<file path="src/ram_pkg.sv">
// package for the remote-target alias translator and message registers
// assumes an 8-bit register address space clocked on the register clock
package ram_pkg;

  // ---------------------------------------------------------------
  // register map
  // ---------------------------------------------------------------
  localparam logic [7:0] ALIAS_E4_ADDR  = 8'h14;
  localparam logic [7:0] ALIAS_E5_ADDR  = 8'h15;
  localparam logic [7:0] ALIAS_E6_ADDR  = 8'h16;
  localparam logic [7:0] ALIAS_E7_ADDR  = 8'h17;
  localparam logic [7:0] SCRATCH_A_ADDR = 8'h18;
  localparam logic [7:0] SCRATCH_B_ADDR = 8'h19;

  localparam int unsigned ALIAS_ENTRIES = 4;
  localparam int unsigned ALIAS_MSB     = 7;
  localparam int unsigned ALIAS_LSB     = 1;
  localparam int unsigned TADDR_W       = 7;
  localparam int unsigned IDX_W         = 2;

  // ---------------------------------------------------------------
  // reset values
  // ---------------------------------------------------------------
  localparam logic [6:0] ALIAS_RST     = 7'h00;
  localparam logic [6:0] ALIAS_OFF     = 7'h00;
  localparam logic [7:0] SCRATCH_A_RST = 8'h00;
  localparam logic [7:0] SCRATCH_B_RST = 8'h01;
  localparam logic [7:0] READ_ZERO     = 8'h00;

  // ---------------------------------------------------------------
  // carriers
  // ---------------------------------------------------------------
  typedef struct packed {
    logic       wr;
    logic       rd;
    logic [7:0] addr;
    logic [7:0] wdata;
  } ram_reg_req_s;

  typedef struct packed {
    logic       valid;
    logic [6:0] addr;
    logic       rnw;
  } ram_xact_s;

endpackage

</file>
<file path="src/ram_alias_mailbox.sv">
// remote-target alias translator (entries 4 to 7) and two message
// registers, with one register port for each end of the serial link.
// assumes the i2c slave engines deliver decoded register accesses and
// target addresses on this clock; physical addresses come from outside.
//
// What this block does
// - each alias entry keeps a 7-bit value in bits 7:1 for matching.
// - a matching transaction gets the entry's physical address instead.
// - physical addresses are 7 bits; substitution precedes forwarding.
// - an alias value of zero never matches, disabling that entry.
// - all alias entries reset to zero, so nothing forwards after reset.
// - alias entries five, six, seven live at 0x15, 0x16, 0x17, r/w.
// - message registers are plain 8-bit stores with no side effects.
// - message b sits at 0x19 resetting to 0x1; a at 0x18, zero.
// - message registers are reachable from controllers at both ends.
`timescale 1ns/1ps
`default_nettype none

module ram_alias_mailbox #(
  parameter int unsigned ENTRIES = ram_pkg::ALIAS_ENTRIES
) (
  input  wire logic                     clk,        // register clock
  input  wire logic                     rst_b,      // async reset, low
  input  wire ram_pkg::ram_reg_req_s    loc_req,    // local port access
  output logic [7:0]                    loc_rdata,  // local read data
  output logic                          loc_rvalid, // local read done
  input  wire ram_pkg::ram_reg_req_s    rem_req,    // remote port access
  output logic [7:0]                    rem_rdata,  // remote read data
  output logic                          rem_rvalid, // remote read done
  input  wire logic [ENTRIES-1:0][6:0]  phys_addr,  // physical_target_addr
  input  wire ram_pkg::ram_xact_s       xact_in,    // incoming address
  output ram_pkg::ram_xact_s            fwd_out,    // remapped, to channel
  output logic [1:0]                    fwd_entry,  // entry that matched
  output logic                          drop_pulse  // no enabled match
);

  // ---------------------------------------------------------------
  // elaboration check
  // ---------------------------------------------------------------
  // the map holds exactly four consecutive alias slots below the
  // message registers, so no other count can be served
  if (ENTRIES != ram_pkg::ALIAS_ENTRIES)
  begin : g_bad_entries
    $error("ram_alias_mailbox: ENTRIES must be 4");
  end
  // the alias field must be exactly one target address wide and the
  // entry index must reach every slot, or values are silently cut
  if (ram_pkg::ALIAS_MSB - ram_pkg::ALIAS_LSB + 1 != ram_pkg::TADDR_W)
  begin : g_bad_field
    $error("ram_alias_mailbox: alias field width mismatch");
  end
  if ((1 << ram_pkg::IDX_W) < ENTRIES)
  begin : g_bad_index
    $error("ram_alias_mailbox: entry index too narrow");
  end
  // the message registers must follow the last alias slot directly
  if (ram_pkg::SCRATCH_A_ADDR != ram_pkg::ALIAS_E4_ADDR + 8'(ENTRIES) ||
      ram_pkg::SCRATCH_B_ADDR != ram_pkg::SCRATCH_A_ADDR + 8'h01)
  begin : g_bad_map
    $error("ram_alias_mailbox: message registers misplaced");
  end

  // ---------------------------------------------------------------
  // state
  // ---------------------------------------------------------------
  logic [ENTRIES-1:0][6:0] alias_q;
  logic [7:0]              scratch_a_q;
  logic [7:0]              scratch_b_q;

  // ---------------------------------------------------------------
  // helpers
  // ---------------------------------------------------------------
  // true when the register address selects alias slot idx
  function automatic logic is_alias(input logic [7:0] addr,
                                    input int unsigned idx);
    logic [7:0] slot;
    slot = ram_pkg::ALIAS_E4_ADDR + 8'(idx);
    return addr == slot;
  endfunction

  // true when a port writes the register at addr this cycle
  function automatic logic wr_sel(input ram_pkg::ram_reg_req_s req,
                                  input logic [7:0]            addr);
    return req.wr && req.addr == addr;
  endfunction

  // read value of any mapped register; unmapped reads give zero
  function automatic logic [7:0] read_mux(
    input logic [7:0]              addr,
    input logic [ENTRIES-1:0][6:0] als,
    input logic [7:0]              sa,
    input logic [7:0]              sb
  );
    logic [7:0] r;
    r = ram_pkg::READ_ZERO;
    for (int unsigned i = 0; i < ENTRIES; i++)
    begin
      if (is_alias(addr, i))
      begin
        r = {als[i], 1'b0};
      end
    end
    if (addr == ram_pkg::SCRATCH_A_ADDR)
    begin
      r = sa;
    end
    if (addr == ram_pkg::SCRATCH_B_ADDR)
    begin
      r = sb;
    end
    return r;
  endfunction

  // ---------------------------------------------------------------
  // alias entries
  // ---------------------------------------------------------------
  // both ends may program an alias; the local side wins a same-cycle
  // collision on one register, the remote write is then lost
  always_ff @(posedge clk or negedge rst_b)
  begin
    if (!rst_b)
    begin
      for (int unsigned i = 0; i < ENTRIES; i++)
      begin
        alias_q[i] <= ram_pkg::ALIAS_RST;
      end
    end
    else
    begin
      for (int unsigned i = 0; i < ENTRIES; i++)
      begin
        if (loc_req.wr && is_alias(loc_req.addr, i))
        begin
          // bit 0 of the write data is dropped
          alias_q[i] <= loc_req.wdata[ram_pkg::ALIAS_MSB:
                                      ram_pkg::ALIAS_LSB];
        end
        else if (rem_req.wr && is_alias(rem_req.addr, i))
        begin
          alias_q[i] <= rem_req.wdata[ram_pkg::ALIAS_MSB:
                                      ram_pkg::ALIAS_LSB];
        end
      end
    end
  end

  // ---------------------------------------------------------------
  // message registers
  // ---------------------------------------------------------------
  // plain stores: nothing else in the block reads them
  always_ff @(posedge clk or negedge rst_b)
  begin
    if (!rst_b)
    begin
      scratch_a_q <= ram_pkg::SCRATCH_A_RST;
    end
    else if (wr_sel(loc_req, ram_pkg::SCRATCH_A_ADDR))
    begin
      scratch_a_q <= loc_req.wdata;
    end
    else if (wr_sel(rem_req, ram_pkg::SCRATCH_A_ADDR))
    begin
      scratch_a_q <= rem_req.wdata;
    end
  end

  always_ff @(posedge clk or negedge rst_b)
  begin
    if (!rst_b)
    begin
      scratch_b_q <= ram_pkg::SCRATCH_B_RST;
    end
    else if (wr_sel(loc_req, ram_pkg::SCRATCH_B_ADDR))
    begin
      scratch_b_q <= loc_req.wdata;
    end
    else if (wr_sel(rem_req, ram_pkg::SCRATCH_B_ADDR))
    begin
      scratch_b_q <= rem_req.wdata;
    end
  end

  // ---------------------------------------------------------------
  // read ports
  // ---------------------------------------------------------------
  // read data is held until the next read on that port
  // a read and a write in the same cycle return the old value
  always_ff @(posedge clk or negedge rst_b)
  begin
    if (!rst_b)
    begin
      loc_rdata  <= ram_pkg::READ_ZERO;
      loc_rvalid <= 1'b0;
    end
    else
    begin
      loc_rvalid <= loc_req.rd;
      if (loc_req.rd)
      begin
        loc_rdata <= read_mux(loc_req.addr, alias_q,
                              scratch_a_q, scratch_b_q);
      end
    end
  end

  always_ff @(posedge clk or negedge rst_b)
  begin
    if (!rst_b)
    begin
      rem_rdata  <= ram_pkg::READ_ZERO;
      rem_rvalid <= 1'b0;
    end
    else
    begin
      rem_rvalid <= rem_req.rd;
      if (rem_req.rd)
      begin
        rem_rdata <= read_mux(rem_req.addr, alias_q,
                              scratch_a_q, scratch_b_q);
      end
    end
  end

  // ---------------------------------------------------------------
  // alias match
  // ---------------------------------------------------------------
  logic               hit;
  logic [1:0]         hit_idx;
  logic [6:0]         hit_phys;
  logic [ENTRIES-1:0] entry_on;

  // a zero alias switches its entry off, so a transaction addressed to
  // zero can never reach the remote side through an unused slot
  always_comb
  begin
    entry_on = '0;
    for (int unsigned i = 0; i < ENTRIES; i++)
    begin
      entry_on[i] = alias_q[i] != ram_pkg::ALIAS_OFF;
    end
  end

  // the lowest numbered entry wins if software programs duplicates
  always_comb
  begin
    hit      = 1'b0;
    hit_idx  = 2'h0;
    hit_phys = 7'h00;
    for (int i = ENTRIES - 1; i >= 0; i--)
    begin
      if (entry_on[i] &&
          alias_q[i] == xact_in.addr)
      begin
        hit      = 1'b1;
        hit_idx  = 2'(i);
        hit_phys = phys_addr[i];
      end
    end
  end

  // ---------------------------------------------------------------
  // forward to control channel
  // ---------------------------------------------------------------
  // one cycle of latency; the channel sees only the physical address
  // addr, rnw and entry keep the last forwarded values; only the valid
  // pulse says that something new went out
  always_ff @(posedge clk or negedge rst_b)
  begin
    if (!rst_b)
    begin
      fwd_out   <= '0;
      fwd_entry <= 2'h0;
    end
    else
    begin
      fwd_out.valid <= xact_in.valid && hit;
      if (xact_in.valid && hit)
      begin
        fwd_out.addr <= hit_phys;
        fwd_out.rnw  <= xact_in.rnw;
        fwd_entry    <= hit_idx;
      end
    end
  end

  always_ff @(posedge clk or negedge rst_b)
  begin
    if (!rst_b)
    begin
      drop_pulse <= 1'b0;
    end
    // a refused transaction is reported rather than silently swallowed,
    // so the engine in front can answer it locally
    else
    begin
      drop_pulse <= xact_in.valid && !hit;
    end
  end

endmodule

`default_nettype wire

</file>
<file path="config.mk">
export PLATFORM = sky130hd
export DESIGN_NAME = ram_alias_mailbox
export DESIGN_NICKNAME = d
export VERILOG_FILES = /design/src/ram_pkg.sv /design/src/ram_alias_mailbox.sv
export SDC_FILE = /design/constraint.sdc
export NUM_CORES = 1
export LEC_CHECK = 0
export BUFFER_PORTS_ARGS = -buffer_cell sky130_fd_sc_hd__buf_2
export CAP_MARGIN = 20
export CORE_MARGIN = 8
export CORE_UTILIZATION = 50
export CTS_CLUSTER_DIAMETER = 100
export DETAILED_ROUTE_END_ITERATION = 12
export GPL_ROUTABILITY_DRIVEN = 0
export PLACE_DENSITY_LB_ADDON = 0.08
export SLEW_MARGIN = 20
export SYNTH_ARGS = -nofsm -noshare
export SYNTH_HDL_FRONTEND = slang
export SYNTH_SLANG_ARGS = --single-unit
</file>
<file path="constraint.sdc">
create_clock -name clk -period 4.7 [get_ports clk]
set_input_delay 0 -clock clk [delete_from_list [all_inputs] [get_ports clk]]
set_output_delay 0 -clock clk [all_outputs]
set_load 0.03 [all_outputs]
</file>
# ---- After elaboration in Yosys (flattened, before gate mapping)
# Index checks and enable logic that the tools add are counted.
dict set report totals {
  reg_bits 74
  latchBits 0
  ram_bits 0
  mem_bits_ro 0
  in_bits 75
  output_inout_bits 30
  wordCells 96
  mem_count 0
}
dict set report classes {
  add_sub_neg 0
  n_mul 0
  div 0
  n_lt_le_gt_ge 0
  n_eq_ne 16
  n_shift 0
  muxes 36
  bitwise 0
  reduce_logical 29
}
# operator n
set ops {}
lappend ops {{two-way mux 8 bit} 16}
lappend ops {{equality test 8 x 5 -> 1 bit (second input constant)} 12}
lappend ops {{two-way mux 7 bit} 12}
lappend ops {{equality test 7 bit} 4}
lappend ops {{nonzero test 7 bit} 4}
lappend ops {{logical AND 1 bit} 18}
lappend ops {{nonzero test 2 bit} 6}
lappend ops {{two-way mux 2 bit} 4}
lappend ops {{two-way mux 1 bit} 4}
lappend ops {{logical NOT 1 bit} 1}

# ---- Logic depth before layout (Yosys ltp)
# Gate-level depths: netlist of the first run.
dict set report depth {
  ltp_word 8
  depth_mapped 8
  ltp_nobuf 6
}

# ---- Worst setup path after synthesis of the first run
# OpenSTA, ideal clock, no wires.
dict set report synth_path {
  kind {register -> register}
  start {register alias_q[0] in the netlist's numbering}
  end {register fwd_out[0] in the netlist's numbering}
  setup_ns 0.125
  arrival_ns 1.864
  required_ns 4.575
  setup_slack_ns 2.711
  stages_incl_launch_ff 7
  n_path_buf 1
  period_less_slack_ns 1.989
  cell_sequence {dfrtp_1 -> nor4_1 -> a211o_1 -> a2111o_1 -> buf_2 -> a41oi_2 -> mux2_2}
}
dict set report synth_via {
  elab_chain_len 4
  word_cells_on_any_way 5
  classes_between {eq/ne (1); mux (1); reduce/logical (3)}
}
# item line
set synth_rtl {}
lappend synth_rtl {{start, declared} ram_alias_mailbox.sv:66} ;# logic [ENTRIES-1:0][6:0] alias_q;
lappend synth_rtl {{start signal, assigned by index} ram_alias_mailbox.sv:125} ;# alias_q[i] <= ram_pkg::ALIAS_RST;
lappend synth_rtl {{start signal, assigned by index} ram_alias_mailbox.sv:135} ;# alias_q[i] <= loc_req.wdata[ram_pkg::ALIAS_MSB:
lappend synth_rtl {{start signal, assigned by index} ram_alias_mailbox.sv:140} ;# alias_q[i] <= rem_req.wdata[ram_pkg::ALIAS_MSB:
lappend synth_rtl {{equality test 7 bit / nonzero test 7 bit (equally long branches)} {ram_alias_mailbox.sv:252, ram_alias_mailbox.sv:239}}
lappend synth_rtl {{logical AND 1 bit *} ram_alias_mailbox.sv:251} ;# if (entry_on[i] &&
lappend synth_rtl {{two-way mux 1 bit *} ram_alias_mailbox.sv:251}
lappend synth_rtl {{logical AND 1 bit *} ram_alias_mailbox.sv:277} ;# if (xact_in.valid && hit)
lappend synth_rtl {{end, declared} ram_alias_mailbox.sv:32} ;# output ram_pkg::ram_xact_s fwd_out,
# Mark *: on every way between the ends. The rest lies on a longest branch, timed or not.
# A chain may end at the register's enable or synchronous reset.

# ---- Worst setup path after layout of the first run
dict set report layout_path {
  start {register alias_q[9] in the netlist's numbering}
  end {register fwd_out[0] in the netlist's numbering}
}
dict set report layout_via {
  elab_chain_len 5
  word_cells_on_any_way 6
  classes_between {eq/ne (1); mux (2); reduce/logical (3)}
}
# item line
set layout_rtl {}
lappend layout_rtl {{equality test 7 bit / nonzero test 7 bit (equally long branches)} {ram_alias_mailbox.sv:252, ram_alias_mailbox.sv:239}}
lappend layout_rtl {{logical AND 1 bit *} ram_alias_mailbox.sv:251}
lappend layout_rtl {{two-way mux 1 bit * (2 in a row)} ram_alias_mailbox.sv:251}
lappend layout_rtl {{logical AND 1 bit *} ram_alias_mailbox.sv:277}
# Marks and branches as above.

==> reports/metrics.csv, run 1 <==
metric,value,unit
syn_avg_cell_area,9.78,sq um
crit_type,flip-flop to flip-flop,
drv_cap,0,
clk_latency,0.36,ns
syn-num-nets,532,
diodes,0,
holdPathEnd,alias_q[17]$_DFFE_PN0P_,
rsz0062_at_grt,false,
dp.final_hpwl,9720,microns
antenna_found_initial,0,
status,"complete, no violations",
cts.clk_slew.worst_paths,0.09,ns
start_kind,flip-flop,
cts-htree-levels,3,
async_flop_share,1.00,
worst_hold_slack,0.0239,ns
hold_viol_final,0,
cts_resized,0,
crit_fanout,18,
timing.final.crit_share,0.558,
post-route-util,0.635,
drc,0,
place_area,5050,sq um
drt_first_pass_iters,4,
portBuffers,104,
rrSetupSlack,2.08,ns
grt_pass1_wl,21700,microns
clockBufferDepth,2,
viasPerCell,5.80,
final_nets,648,
totalWireLength,13100,microns
min_path_cells,3,
cts_buffers,9,
num_rows,34,
post-place-ws,2.11,ns
vias,3979,
setup_viol,0,
place_inst,648,
synth-seq-cells,74,
synthCells,457,
synth_edf_count,0,
antenna_left,0,
initial_core_util,0.515,
instances_no_fill,686,
yosys_most_used_dff,dfrtp_1,
rr_worst_depth,5,
fin_crit,2.62,ns
p_leak,2.64,nW
relSlewSlack,0.348,
maxSlewViolCount,0,
ys_seq_area_frac,0.415,
peakVddDrop,0.000194,V
hold_class,input pin to flip-flop,
max_freq,381,MHz
die_y,111,microns
dieArea,12200,sq um
grt_overflow,0,
reg2reg_to,fwd_out[0]$_DFFE_PN0P_,
grt_max_degree,75,
final_area,5510,sq um
r2r-start,alias_q[9]$_DFFE_PN0P_,
power,1.83,mW
wl_per_cell,19.2,microns
root_buffer,clkbuf_8,
arrival,2.87,ns
synth_area,4470,sq um
areaGrowthSynthToFinish,23.4,%
worstSetupEndpointType,flip-flop,
grt_pass1_vias,4070,
powerDensity,332,nW/um^2
yosys_warnings,0,
io_pins,105,
drt_iter0_markers,325,
hp-start,rem_req[4],
core-area,8680,sq um
layout-drive-gt1-share,0.266,
tightest_slew,0.973,ns
worst_slack,2.08,ns
cts_tree,yes,
clock-sinks,74,
synth_cell_types,46,
grt.total_usage,0.217,
required,4.95,ns
fin_tns_setup,0,ns
finalClockSkew,0.0123,ns
die_width,111,microns
## power by group
part	internal [mW]	leakage, nW	switching (mW)
Combinational	0.173	1.54	0.254
Clock	0.355	0.117	0.255
Sequential	0.720	0.977	0.0729
Total	1.25	2.64	0.582
## state kept, by name, summed over array words and instances, names as in the netlist
| register | cells |
|---|---|
| alias_q | 28 |
| fwd_out | 9 |
| loc_rdata | 8 |
| rem_rdata | 8 |
| scratch_a_q | 8 |
| scratch_b_q | 8 |
| fwd_entry | 2 |
| drop_pulse | 1 |
| loc_rvalid | 1 |
| rem_rvalid | 1 |
## worst max-delay path: stages (launching register included)
cell,delay [ns]
dfrtp_1,0.45
nor4_1,0.08
a211o_1,0.30
a2111o_1,0.58
a41oi_2,0.68
mux2_2,0.41
## layout by cell type, fill, tap and decap left out, types with 8 or more instances in the layout
cell and n:
buf_2 104, dfrtp_1 73, mux2i_1 51, a21oi_1 48
nor2_1 47, nand2_1 44, o21ai_0 28, dlygate4sd3_1 22
xor2_1 18, mux4_2 14, inv_1 12, nor3_1 9
o21ai_1 9, clkbuf_8 9, xnor2_1 8, and3_1 8
## cell families (layout without fill, tap and decap cells)
group | Yosys count | count (layout) | synth area share
XOR/XNOR | 26 | 26 | 0.0510
AND/OR/NAND/NOR | 137 | 137 | 0.157
flip-flops | 74 | 74 | 0.415
buffers and inverters | 38 | 159 | 0.0353
AO/OA/AOI/OAI | 115 | 115 | 0.152
multiplexers | 67 | 67 | 0.190
## repair_timing
item	4_1_cts	5_1_grt
hold buffers	22	0
buffers inserted	0	0
endpoints found under the hold margin	123	0
## per-layer routing
layer / routed length, microns / global-route usage / vias up
li1: - / - / 1890
met1: 5900 / 0.297 / 1919
met2: 6030 / 0.333 / 153
met3: 1020 / 0.0557 / 17
met4: 184 / 0.0550 / 0
met5: 0 / 0 / -
## worst max-delay path by stage
stage,startpoint,end,slack (ns),cells past startpoint
2_1_floorplan,alias_q[0]$_DFFE_PN0P_,fwd_out[0]$_DFFE_PN0P_,2.71,6
3_3_place_gp,alias_q[8]$_DFFE_PN0P_,fwd_out[0]$_DFFE_PN0P_,2.18,5
3_5_place_dp,alias_q[9]$_DFFE_PN0P_,fwd_out[0]$_DFFE_PN0P_,2.11,5
4_1_cts,alias_q[9]$_DFFE_PN0P_,fwd_out[0]$_DFFE_PN0P_,2.10,5
5_1_grt,alias_q[19]$_DFFE_PN0P_,fwd_out[0]$_DFFE_PN0P_,1.95,5
6_report,alias_q[9]$_DFFE_PN0P_,fwd_out[0]$_DFFE_PN0P_,2.08,5
## cell usage after synthesis, types with 2 or more instances
library cell / n / share of area
nor2_1: 47 / 0.039
a22o_1: 7 / 0.014
nor2_4: 2 / 0.0050
inv_1: 12 / 0.010
xor2_1: 18 / 0.035
nand4_1: 2 / 0.0028
dfrtp_1: 73 / 0.41
mux2i_1: 51 / 0.11
or3_1: 3 / 0.0042
a21oi_1: 48 / 0.054
nand3_1: 2 / 0.0022
and3_1: 8 / 0.011
nand2_1: 44 / 0.037
o221ai_1: 7 / 0.014
mux2_2: 2 / 0.0050
a31oi_1: 7 / 0.0098
nand3b_1: 2 / 0.0034
o21ai_1: 9 / 0.010
clkbuf_1: 18 / 0.015
a2111o_1: 2 / 0.0050
buf_2: 3 / 0.0034
nor3_1: 10 / 0.011
xnor2_1: 8 / 0.016
a211o_1: 2 / 0.0039
or4b_4: 2 / 0.0062
o21ai_0: 28 / 0.031
nand3_4: 2 / 0.0078
buf_1: 2 / 0.0017
mux4_2: 14 / 0.071
nor4_1: 6 / 0.0084
## cell type report
class                           instances  area [sq um]
Fill cell                             761          3160
Multi-Input combinational cell        345          2460
Sequential cell                        74          1850
Timing Repair Buffer                  130           771
Tap cell                              108           135
Clock buffer                           10           128
Clock inverter                          6           115
Inverter                               13          48.8
Power figures use the tool's default switching activity.
==> run 2, diff against run 1 <==
Settings changed: ABC_AREA set to 1.
Clock period 4.7 ns to 2.2 ns, I/O delays scaled along.
==> reports/metrics.csv, run 2 <==
metric,value,unit,change
status,"complete, no violations",,
r2r-start,alias_q[0]$_DFFE_PN0P_,,
totalWireLength,17500,microns,+33%
place_area,5650,sq um,+12%
clock-sinks,74,,unchanged
slowest_stage,dfrtp_1,,
antenna_left,0,,unchanged
synth_xor_area_frac,0.0195,,-0.0314
dp.final_hpwl,13500,microns,+39%
hold_viol_final,0,,unchanged
start_kind,flip-flop,,
diodes,0,,unchanged
areaGrowthSynthToFinish,23.4,%,about the same
yosysTopAreaCellShare,0.370,,-0.0389
cts_setup_buffers,0,,unchanged
synth_compound_area_frac,0.146,,-0.00640
required,2.46,ns,-2.49 ns
synthTopCellsByArea,"dfrtp_1 (37%), nand2_1 (18%), o21ai_0 (8.8%), inv_1 (5.9%), nor2_1 (4.6%)",,
crit_end,fwd_out[4]$_DFFE_PN0P_,,
yosysMostFrequentCell,nand2_1,,
cts_resized,0,,unchanged
clk_latency,0.36,ns,about the same
arrival,2.10,ns,-0.77 ns
cts_buffers,9,,unchanged
startpoint,alias_q[0]$_DFFE_PN0P_,,
synth_cell_types,37,,-20%
crit_fanout,9,,-9
final_area,6100,sq um,+11%
biggestRegsByFlops,"alias_q x28, fwd_out x9",,
p_leak,3.29,nW,+25%
yosysTopAreaCell,dfrtp_1,,
setup_viol,0,,unchanged
ys_seq_area_frac,0.375,,-0.0395
synth_top_family_by_area,simple AND/OR/NAND/NOR gates,,
synthCells,724,,+58%
powerDensity,564,nW/um^2,+70%
cts.clk_slew.worst_paths,0.08,ns,about the same
synth_mux_area_frac,0,,-0.190
finalClockSkew,0.00634,ns,-0.00598 ns
rr_worst_depth,10,,+5
synth-seq-cells,74,,unchanged
cts-htree-levels,3,,unchanged
cts_tree,yes,,
grt.total_usage,0.267,,+0.0504
timing.final.crit_share,0.838,,+0.280
largest-register,alias_q,,
syn-num-nets,799,,+50%
final_nets,937,,+45%
max_freq,543,MHz,+42%
maxSlewViolCount,0,,unchanged
clockBufferDepth,2,,unchanged
layout-drive-gt1-share,0.208,,-0.0588
hold_class,input pin to flip-flop,,
tightest_slew,0.637,ns,-0.336 ns
synth_common_cells,"nand2_1 (232), o21ai_0 (87), inv_1 (77), dfrtp_1 (73), nor2_1 (60)",,
portBuffers,104,,unchanged
synth_edf_count,0,,unchanged
grt_max_degree,50,,-33%
dieArea,13300,sq um,+9.0%
drv_cap,0,,unchanged
antenna_found_initial,0,,unchanged
die_y,115,microns,+4.4%
cp_cell_sequence,xnor2_1 -> nand2_1 -> nor2_1 -> nand3_1 -> nand2_1 -> nand2_2 -> nand2_4 -> inv_4 -> nand2_1 -> nand2_1,,
largest_register_ff_count,28,,unchanged
drt_iter0_markers,687,,+110%
wl_per_cell,17.5,microns,-8.5%
crit_top_cell,nand2_1,,
final_cell_mix,"nand2_1 (232), buf_2 (104), o21ai_0 (87)",,
num_rows,36,,+5.9%
peakVddDrop,0.000301,V,+56%
yosys_most_used_dff,dfrtp_1,,
io_pins,105,,unchanged
worstSetupEndpointType,flip-flop,,
die_width,115,microns,+4.4%
drt_first_pass_iters,6,,+2
grt_overflow,0,,unchanged
initial_core_util,0.510,,-0.00492
synth_area,4940,sq um,+11%
rsz0062_at_grt,false,,
drc,0,,unchanged
syn_avg_cell_area,6.82,sq um,-30%
grt_pass1_wl,27600,microns,+28%
rrSetupSlack,0.36,ns,-1.72 ns
fin_crit,1.84,ns,-0.780 ns
yosys.area_share.simple,0.375,,+0.218
yosys_warnings,0,,unchanged
vias,5580,,+40%
relSlewSlack,0.573,,+0.225
fin_tns_setup,0,ns,unchanged
crit_type,flip-flop to flip-flop,,
slowest_delay,0.44,ns,-0.24 ns
postCtsHoldBufs,25,,+14%
grt_pass1_vias,5412,,+33%
async_flop_share,1.00,,unchanged
core-area,9680,sq um,+12%
final_common_cell,nand2_1,,
synthAdderAreaFrac,0,,unchanged
reg2reg_to,fwd_out[4]$_DFFE_PN0P_,,
root_buffer,clkbuf_8,,
viasPerCell,5.58,,-3.8%
## run 2: cells by family after synthesis
logic type             count (synthesis)
flip-flops                            74
AND/OR/NAND/NOR                      400
buffers and inverters                104
XOR/XNOR                              11
AO/OA/AOI/OAI                        135
## run 2: critical path, delay by kind of cell, from the launching register on
family                    cells  cell delay, ns
and+or+nand+nor               8            1.04
buffers and inverters         1            0.06
DFF                           1            0.44
xor gates and xnor gates      1            0.19
## run 2: layout make-up
cell class | count | area (sq um)
Fill cell | 907 | 3590
Inverter | 89 | 337
Tap cell | 133 | 166
Clock inverter | 3 | 23.8
Multi-Input combinational cell | 546 | 2670
Clock buffer | 13 | 169
Timing Repair Buffer | 142 | 881
Sequential cell | 74 | 1850
## run 2: routing by layer
layer	vias to the layer above	wire length, microns	global-route usage
li1	2639	-	-
met1	2511	7000	0.345
met2	361	7880	0.418
met3	69	1870	0.0488
met4	0	773	0.137
met5	-	0	0
## run 2: how the worst min path moves through the flow
stage,startpoint,to,slack (ns),depth (start not counted)
final,phys_addr[2],fwd_out[3]$_DFFE_PN0P_,0.002,5
after global routing,phys_addr[2],fwd_out[3]$_DFFE_PN0P_,0.03,5
after CTS,phys_addr[2],fwd_out[3]$_DFFE_PN0P_,0.005,5
after detailed placement,rst_b,loc_rvalid$_DFF_PN0_,0.02,1
after global placement,rst_b,loc_rvalid$_DFF_PN0_,0.02,1
after floorplan,rst_b,alias_q[0]$_DFFE_PN0P_,-0.30,0
## run 2: power breakdown
group / switching (mW) / internal [mW]
logic: 0.475 / 0.271
registers: 0.154 / 1.50
clock network: 0.531 / 0.505
total: 1.16 / 2.28
## run 2: per-stage QoR
step	cells	setup slack [ns]	total power [mW]	hold WS [ns]	util
after floorplan	724	0.736	2.06	-0.296	-
after global placement	959	0.413	2.36	0.0164	0.584
after detailed placement	959	0.369	2.38	0.0233	0.584
after CTS	1000	0.346	3.44	0.00454	0.630
after global routing	1000	0.146	3.60	0.0305	0.630
final	1000	0.357	3.44	0.00231	0.630
